$ cat config.mk
export PLATFORM = sky130hd
export DESIGN_NAME = ssc_top
export DESIGN_NICKNAME = d
export VERILOG_FILES = /design/src/core/ssc_pkg.sv /design/src/core/ssc_sync.sv /design/src/core/ssc_top.sv
export SDC_FILE = /design/constraint.sdc
export NUM_CORES = 1
export LEC_CHECK = 0
export ABC_AREA = 1
export BUFFER_PORTS_ARGS = -buffer_cell sky130_fd_sc_hd__buf_2
export CORE_MARGIN = 2
export CORE_UTILIZATION = 30
export CTS_BUF_LIST = sky130_fd_sc_hd__clkbuf_8
export CTS_CLUSTER_DIAMETER = 100
export DETAILED_ROUTE_END_ITERATION = 8
export SLEW_MARGIN = 20
export SYNTH_ARGS = -nofsm -noshare
export SYNTH_HDL_FRONTEND = slang
export SYNTH_SLANG_ARGS = --single-unit
$ cat constraint.sdc
create_clock -name mclk -period 3.1 [get_ports mclk]
set_clock_uncertainty 0.1 [all_clocks]
set_input_delay 0.155 -clock mclk [delete_from_list [all_inputs] [get_ports mclk]]
set_output_delay 0.155 -clock mclk [all_outputs]
set_load 0.005 [all_outputs]
$ cat src/core/ssc_pkg.sv
// package: constants and types for the supply supervisor control block
package ssc_pkg;
   localparam int unsigned CLK_HZ = 50_000_000;
   // start-up delays, in microseconds as given
   localparam int unsigned STARTUP_BO_US = 3300;
   localparam int unsigned STARTUP_NOBO_US = 1000;
   localparam int unsigned STARTUP_BO_CYC = STARTUP_BO_US * (CLK_HZ / 1_000_000);
   localparam int unsigned STARTUP_NOBO_CYC = STARTUP_NOBO_US * (CLK_HZ / 1_000_000);
   localparam int unsigned CNT_W = 18;
   // brownout level select: five levels, 1.8 V up to 3 V
   localparam int unsigned BO_LVL_W = 3;
   localparam logic [2:0] BO_LVL_MAX = 3'h4;
   localparam logic [2:0] BO_LVL_DEF = 3'h0;
   // detector level select: seven levels, 1.85 V to 3.05 V, ~200 mV steps
   localparam int unsigned DET_LVL_W = 3;
   localparam logic [2:0] DET_LVL_MAX = 3'h6;
   localparam logic [2:0] DET_LVL_DEF = 3'h0;
   // edge select field positions
   localparam int unsigned EDGE_FALL_BIT = 0;
   localparam int unsigned EDGE_RISE_BIT = 1;
   localparam logic [1:0] EDGE_DEF = 2'h0;

   typedef enum logic [3:0] {
      SSC_OFF  = 4'h1,
      SSC_LOAD = 4'h2,
      SSC_WAIT = 4'h4,
      SSC_RUN  = 4'h8
   } ssc_state_t;
endpackage : ssc_pkg

$ cat src/core/ssc_sync.sv
// two-flop synchroniser for asynchronous comparator levels
`timescale 1ns/1ns
module ssc_sync #(
   parameter int unsigned W = 1
) (
   input wire logic mclk,
   input wire logic nrst,
   input wire logic [W-1:0] async_in,
   output logic [W-1:0] sync_out
);
   logic [W-1:0] meta_ff;

   always_ff @(posedge mclk) begin
      if (!nrst) begin
         meta_ff <= '0;
         sync_out <= '0;
      end else begin
         meta_ff <= async_in;
         sync_out <= meta_ff;
      end
   end
endmodule : ssc_sync

$ cat src/core/ssc_top.sv
// supply supervisor control: reset hold, option load, detector and stop gating
//
// Overview of operation
// - hold chip reset while the power-down indicator, or the brownout indicator when brownout is enabled, asserts
// - start option load once start threshold reached
// - variant input picks brownout-at-power-on behaviour
// - five brownout levels, driven from loaded options
// - gate internal reference off in stop if enabled
// - software selects seven detector levels
// - interrupt on falling, rising or both crossings
// - detector inactive until software enables it
// - start-up delay 3.3 ms or 1 ms by variant
`timescale 1ns/1ns
module ssc_top
   import ssc_pkg::*;
#(
   parameter int unsigned STARTUP_BO = STARTUP_BO_CYC,
   parameter int unsigned STARTUP_NOBO = STARTUP_NOBO_CYC
) (
   input wire logic mclk,
   input wire logic nrst,
   input wire logic power_down_reset_ind,
   input wire logic brownout_reset_ind,
   input wire logic start_thr_ok,
   input wire logic detector_above,
   input wire logic bo_at_poweron,
   input wire logic opt_load_done,
   input wire logic [2:0] opt_bo_level,
   input wire logic opt_bo_disable,
   input wire logic stop_mode,
   input wire logic ref_stop_off_en,
   input wire logic det_enable,
   input wire logic [2:0] det_level_sel,
   input wire logic [1:0] det_edge_sel,
   input wire logic det_fall_clr,
   input wire logic det_rise_clr,
   output logic chip_reset_ff,
   output logic opt_load_start_ff,
   output logic [2:0] brownout_level_ff,
   output logic brownout_en_ff,
   output logic internal_reference_on_ff,
   output logic detector_en_ff,
   output logic [2:0] detector_level_ff,
   output logic det_fall_pend_ff,
   output logic det_rise_pend_ff,
   output logic det_irq_ff
);
   logic pwr_low_s, bo_low_s, start_s, above_s, above_d_ff;
   logic [1:0] edge_sel_ff;
   logic variant_ff;
   ssc_state_t state_ff, nxt_state;
   logic [CNT_W-1:0] cnt_ff;
   logic supply_low, fall_ev, rise_ev;

   ssc_sync #(.W(4)) u_sync (
      .mclk(mclk),
      .nrst(nrst),
      .async_in({power_down_reset_ind, brownout_reset_ind, start_thr_ok, detector_above}),
      .sync_out({pwr_low_s, bo_low_s, start_s, above_s})
   );

   // brownout counts only while its detection is enabled
   assign supply_low = pwr_low_s | (bo_low_s & brownout_en_ff);

   function automatic logic [CNT_W-1:0] startup_len(input logic bo_on);
      startup_len = bo_on ? CNT_W'(STARTUP_BO - 1) : CNT_W'(STARTUP_NOBO - 1);
   endfunction : startup_len

   // strap caught by a clocked process, never by the reset itself
   always_ff @(posedge mclk) begin
      if (state_ff == SSC_OFF) begin
         variant_ff <= bo_at_poweron;
      end
   end

   always_comb begin
      nxt_state = state_ff;
      case (state_ff)
         SSC_OFF: begin
            if (start_s && !pwr_low_s) begin
               nxt_state = SSC_LOAD;
            end
         end
         SSC_LOAD: begin
            if (supply_low) begin
               nxt_state = SSC_OFF;
            end else if (opt_load_done) begin
               nxt_state = SSC_WAIT;
            end
         end
         SSC_WAIT: begin
            if (supply_low) begin
               nxt_state = SSC_OFF;
            end else if (cnt_ff == '0) begin
               nxt_state = SSC_RUN;
            end
         end
         SSC_RUN: begin
            if (supply_low) begin
               nxt_state = SSC_OFF;
            end
         end
         default: nxt_state = SSC_OFF;
      endcase
   end

   always_ff @(posedge mclk) begin
      if (!nrst) begin
         state_ff <= SSC_OFF;
      end else begin
         state_ff <= nxt_state;
      end
   end

   always_ff @(posedge mclk) begin
      if (!nrst) begin
         cnt_ff <= '0;
      end else if (state_ff != SSC_WAIT) begin
         cnt_ff <= startup_len(variant_ff);
      end else if (cnt_ff != '0) begin
         cnt_ff <= cnt_ff - 1'b1;
      end
   end

   always_ff @(posedge mclk) begin
      if (!nrst) begin
         chip_reset_ff <= 1'b1;
         opt_load_start_ff <= 1'b0;
      end else begin
         chip_reset_ff <= (nxt_state != SSC_RUN);
         opt_load_start_ff <= (state_ff == SSC_OFF) && (nxt_state == SSC_LOAD);
      end
   end

   // brownout settings: variant default until options land, then option bytes
   always_ff @(posedge mclk) begin
      if (!nrst) begin
         brownout_en_ff <= 1'b0;
         brownout_level_ff <= BO_LVL_DEF;
      end else if (state_ff == SSC_OFF) begin
         brownout_en_ff <= variant_ff;
         brownout_level_ff <= BO_LVL_DEF;
      end else if (state_ff == SSC_LOAD && opt_load_done) begin
         brownout_en_ff <= ~opt_bo_disable;
         // out-of-range codes clamp to the top level
         brownout_level_ff <= (opt_bo_level > BO_LVL_MAX) ? BO_LVL_MAX : opt_bo_level;
      end
   end

   always_ff @(posedge mclk) begin
      if (!nrst) begin
         internal_reference_on_ff <= 1'b1;
      end else begin
         internal_reference_on_ff <= !(stop_mode && ref_stop_off_en);
      end
   end

   // software controls are held at defaults while chip reset is out
   always_ff @(posedge mclk) begin
      if (!nrst || chip_reset_ff) begin
         detector_en_ff <= 1'b0;
         detector_level_ff <= DET_LVL_DEF;
         edge_sel_ff <= EDGE_DEF;
      end else begin
         detector_en_ff <= det_enable;
         detector_level_ff <= (det_level_sel > DET_LVL_MAX) ? DET_LVL_MAX : det_level_sel;
         edge_sel_ff <= det_edge_sel;
      end
   end

   // previous level resampled while disabled so enabling makes no false edge
   always_ff @(posedge mclk) begin
      if (!nrst) begin
         above_d_ff <= 1'b0;
      end else begin
         above_d_ff <= above_s;
      end
   end

   // enable lags chip reset by one edge, so crossings are also gated by reset itself
   assign fall_ev = detector_en_ff & ~chip_reset_ff & edge_sel_ff[EDGE_FALL_BIT]
                    & above_d_ff & ~above_s;
   assign rise_ev = detector_en_ff & ~chip_reset_ff & edge_sel_ff[EDGE_RISE_BIT]
                    & ~above_d_ff & above_s;

   // set wins over a clear in the same cycle
   always_ff @(posedge mclk) begin
      if (!nrst || chip_reset_ff) begin
         det_fall_pend_ff <= 1'b0;
         det_rise_pend_ff <= 1'b0;
      end else begin
         det_fall_pend_ff <= fall_ev | (det_fall_pend_ff & ~det_fall_clr);
         det_rise_pend_ff <= rise_ev | (det_rise_pend_ff & ~det_rise_clr);
      end
   end

   always_ff @(posedge mclk) begin
      if (!nrst || chip_reset_ff) begin
         det_irq_ff <= 1'b0;
      end else begin
         det_irq_ff <= fall_ev | rise_ev
                       | (det_fall_pend_ff & ~det_fall_clr)
                       | (det_rise_pend_ff & ~det_rise_clr);
      end
   end
endmodule : ssc_top

==> results.txt <==
status -> complete, no violations
RSZ-0062 raised after global routing -> false
relative slew slack -> 42.20%
Seq cells post-synth -> 48
sequential share of power -> 50.3%
final setup margin -> 1.199 ns
final WL -> 4.384 mm
placed cells -> 429
vias per cell -> 4.188
Avg Cell Area, Syn -> 7.250 sq um
TritonCTS clock tree -> yes
Area Overhead vs Synth -> 24.23%
initial antenna violation count -> 0
Least-Margin Pin Slew -> 0.8660 ns
antenna viol nets, final -> 0
DPL Wire Length -> 3.268 mm
die height -> 89.43 microns
Logic pwr share -> 9.8%
slowest stage delay, CP -> 0.66 ns
Die W -> 89.43 microns
Layout fillers -> 752
Arr. time, crit path -> 2.03 ns
Non-Filler Instances -> 451
Max FO, Critical Path -> 20
H-tree depth -> 2
Sw Ratio -> 22.27%
TNS Setup -> 0 ns
Sink Count -> 48
YS warnings -> 0
CP max stage cell -> nor2_2
ANT cells -> 0
via count -> 1889
CP required -> 3.23 ns
Clock power frac -> 39.9%
Worst VDD drop -> 0.3678 mV
Setup CP Type -> flop to flop
clock root cell -> clkbuf_8
global-route wire length before repair -> 7.286 mm
Pleak -> 0.001332 uW
pwr/cell area -> 477.7 mW/mm^2
final hold vios -> 0
Cell variety after synth -> 31
Mapped Cells -> 302
worst min path class -> input pin to flop
Starting Density -> 30.51%
worst skew pair latency -> 0.30 ns
Layout Nets -> 375
mapped cell area -> 0.002190 sq mm
Final setup viols -> 0
Fmax -> 0.5261 GHz
Num CTS Buffers -> 5
Max-Cap Viols -> 0
Seq/Total Area, Yosys -> 44.34%
multi-input logic area -> 983.4 sq um
# rows -> 31
cts repair resizes -> 0
DR WL/cell -> 9.721 microns
Post-Place Setup Slack -> 1.210 ns
CTS clk-pin slew, worst paths -> 0.08 ns
Internal -> 1010 uW
Tot GR Track Use -> 11.66%
# DRC -> 0
share of cells above drive strength 1 -> 21.31%
syn_nets -> 325
clk buf depth -> 2
total grt overflow -> 0
vias in the first global route -> 1731
Net Switching -> 289.4 uW
FF+latch area -> 970.9 sq um
DRT Pass-1 Iters -> 4
IO Port Bufs -> 35
Slew Viols, Final -> 0
die area -> 0.007998 sq mm
drt initial violations -> 57
min cycle time layout -> 1.901 ns
crit start category -> flop
setup bufs post-CTS -> 0
CP Capture Type -> flop
largest net degree at the start of global routing -> 21
core footprint -> 0.007176 sq mm
ratio of final minimum period to clock period -> 61.32%
worst-path cell chain -> nor2_1 > inv_1 > nor2_2 > or2_1 > nand3_2 > a21oi_1
I/O pin cnt -> 36
gp weighted congestion -> 0.8956
-- critical path: cells and delay by family (launching register included) --
kind                   cells  cell delay [ns]
AO/OA/AOI/OAI              1             0.14
AND/OR/NAND/NOR            4             1.21
flip-flops                 1             0.33
buffers and inverters      1             0.06
-- synth_stat cells --
cell type	n	area [sq um]
nand4_4	1	21.27
nor2_8	1	20.02
dfxtp_1	47	940.9
or2_1	3	18.77
nand3_1	18	90.09
xor2_1	2	17.52
nand3_2	3	30.03
nor2_4	2	22.52
xnor2_1	1	8.760
nand2_1	64	240.2
o2111ai_1	1	8.760
buf_6	2	22.52
a21oi_1	13	65.06
or2_2	2	12.51
nand4_1	3	18.77
nor2_1	44	165.2
o21ai_0	7	35.03
nor3_1	5	25.02
buf_2	2	10.01
nor2_2	12	75.07
ha_1	1	12.51
inv_1	47	176.4
edfxtp_1	1	30.03
inv_2	3	11.26
nand2_2	6	37.54
o21ai_1	2	10.01
buf_4	1	7.510
a211oi_1	1	7.510
a21oi_2	3	26.28
clkbuf_1	2	7.510
nand3b_1	2	15.01
-- flip-flops by register name, summed over array words and instances (netlist names), 2 cells and up --
register,cells
cnt_ff,18
state_ff,4
u_sync.meta_ff,4
u_sync.sync_out,4
brownout_level_ff,3
detector_level_ff,3
edge_sel_ff,2
-- cell families after synthesis --
logic type	Yosys count	share of synthesized area, %
buffers and inverters	57	10.74
DFF	48	44.34
and+or+nand+nor	166	36.17
AOI/OAI and AO/OA	27	6.972
xor gates and xnor gates	3	1.200
adders and majority gates	1	0.5713
-- what timing repair did --
item / CTS / global route
hold buffers: 15 / 0
endpoints found under the hold margin: 14 / 0
endpoints found under the setup margin: 0 / 0
-- through the flow --
stage          instance area, sq um  total power [uW]  util, %  hold slack (ns)
2_1_floorplan                  2190             748.4        -           0.1268
3_3_place_gp                   2441             779.6    34.02           0.2369
3_5_place_dp                   2441             780.9    34.02           0.2389
4_1_cts                        2720              1315    37.91         0.004497
5_1_grt                        2720              1354    37.91          0.02381
6_report                       2720              1299    37.91          0.01663
-- final timing paths --
| check | startpoint | endpoint | slack, ns | cells past startpoint |
|---|---|---|---|---|
| setup / recovery | state_ff[1] | cnt_ff[7] | 1.20 | 6 |
| hold / removal | opt_bo_level[2] | brownout_level_ff[1] | 0.02 | 4 |
| setup reg to reg | state_ff[1] | cnt_ff[7] | 1.20 | 6 |
| hold reg to reg | u_sync.meta_ff[0] | u_sync.sync_out[0] | 0.32 | 2 |
-- per-layer routing --
layer / vias to the layer above / track usage, % / part of all wire (%)
li1: 1026 / - / -
met1: 820 / 13.61 / 47
met2: 34 / 20.20 / 48
met3: 9 / 3.324 / 3.9
met4: 0 / 4.478 / 1.8
met5: - / 0 / 0
-- placed cells by master (no fill, tap or decap), types with 3 or more instances in the layout --
| cell type | n |
|---|---|
| dfxtp_1 | 47 |
| nand3_1 | 18 |
| clkbuf_8 | 5 |
| inv_2 | 3 |
| nand3_2 | 3 |
| o21ai_0 | 7 |
| dlygate4sd3_1 | 15 |
| nand4_1 | 3 |
| inv_1 | 47 |
| nand2_1 | 64 |
| nor2_2 | 12 |
| nand2_2 | 6 |
| or2_1 | 3 |
| a21oi_2 | 3 |
| buf_2 | 35 |
| nor2_1 | 44 |
| nor3_1 | 5 |
| a21oi_1 | 13 |
-- power by group through the flow --
stage	logic [uW]	registers [uW]	clock network [uW]
finish	127	654	519
global route	144	657	553
CTS	127	654	534
detailed placement	113	668	0
global placement	111	668	0
floorplan	84.0	664	0
-- area by class of cell --
class                           instances  share of cell area, %
Clock buffer                            5                  2.530
Timing Repair Buffer                   50                  11.96
Tap cell                               99                  4.554
Clock inverter                          2                  2.208
Inverter                               50                  6.900
Sequential cell                        48                  35.69
Multi-Input combinational cell        197                  36.15
No activity file was read; power rests on OpenSTA's default activity.
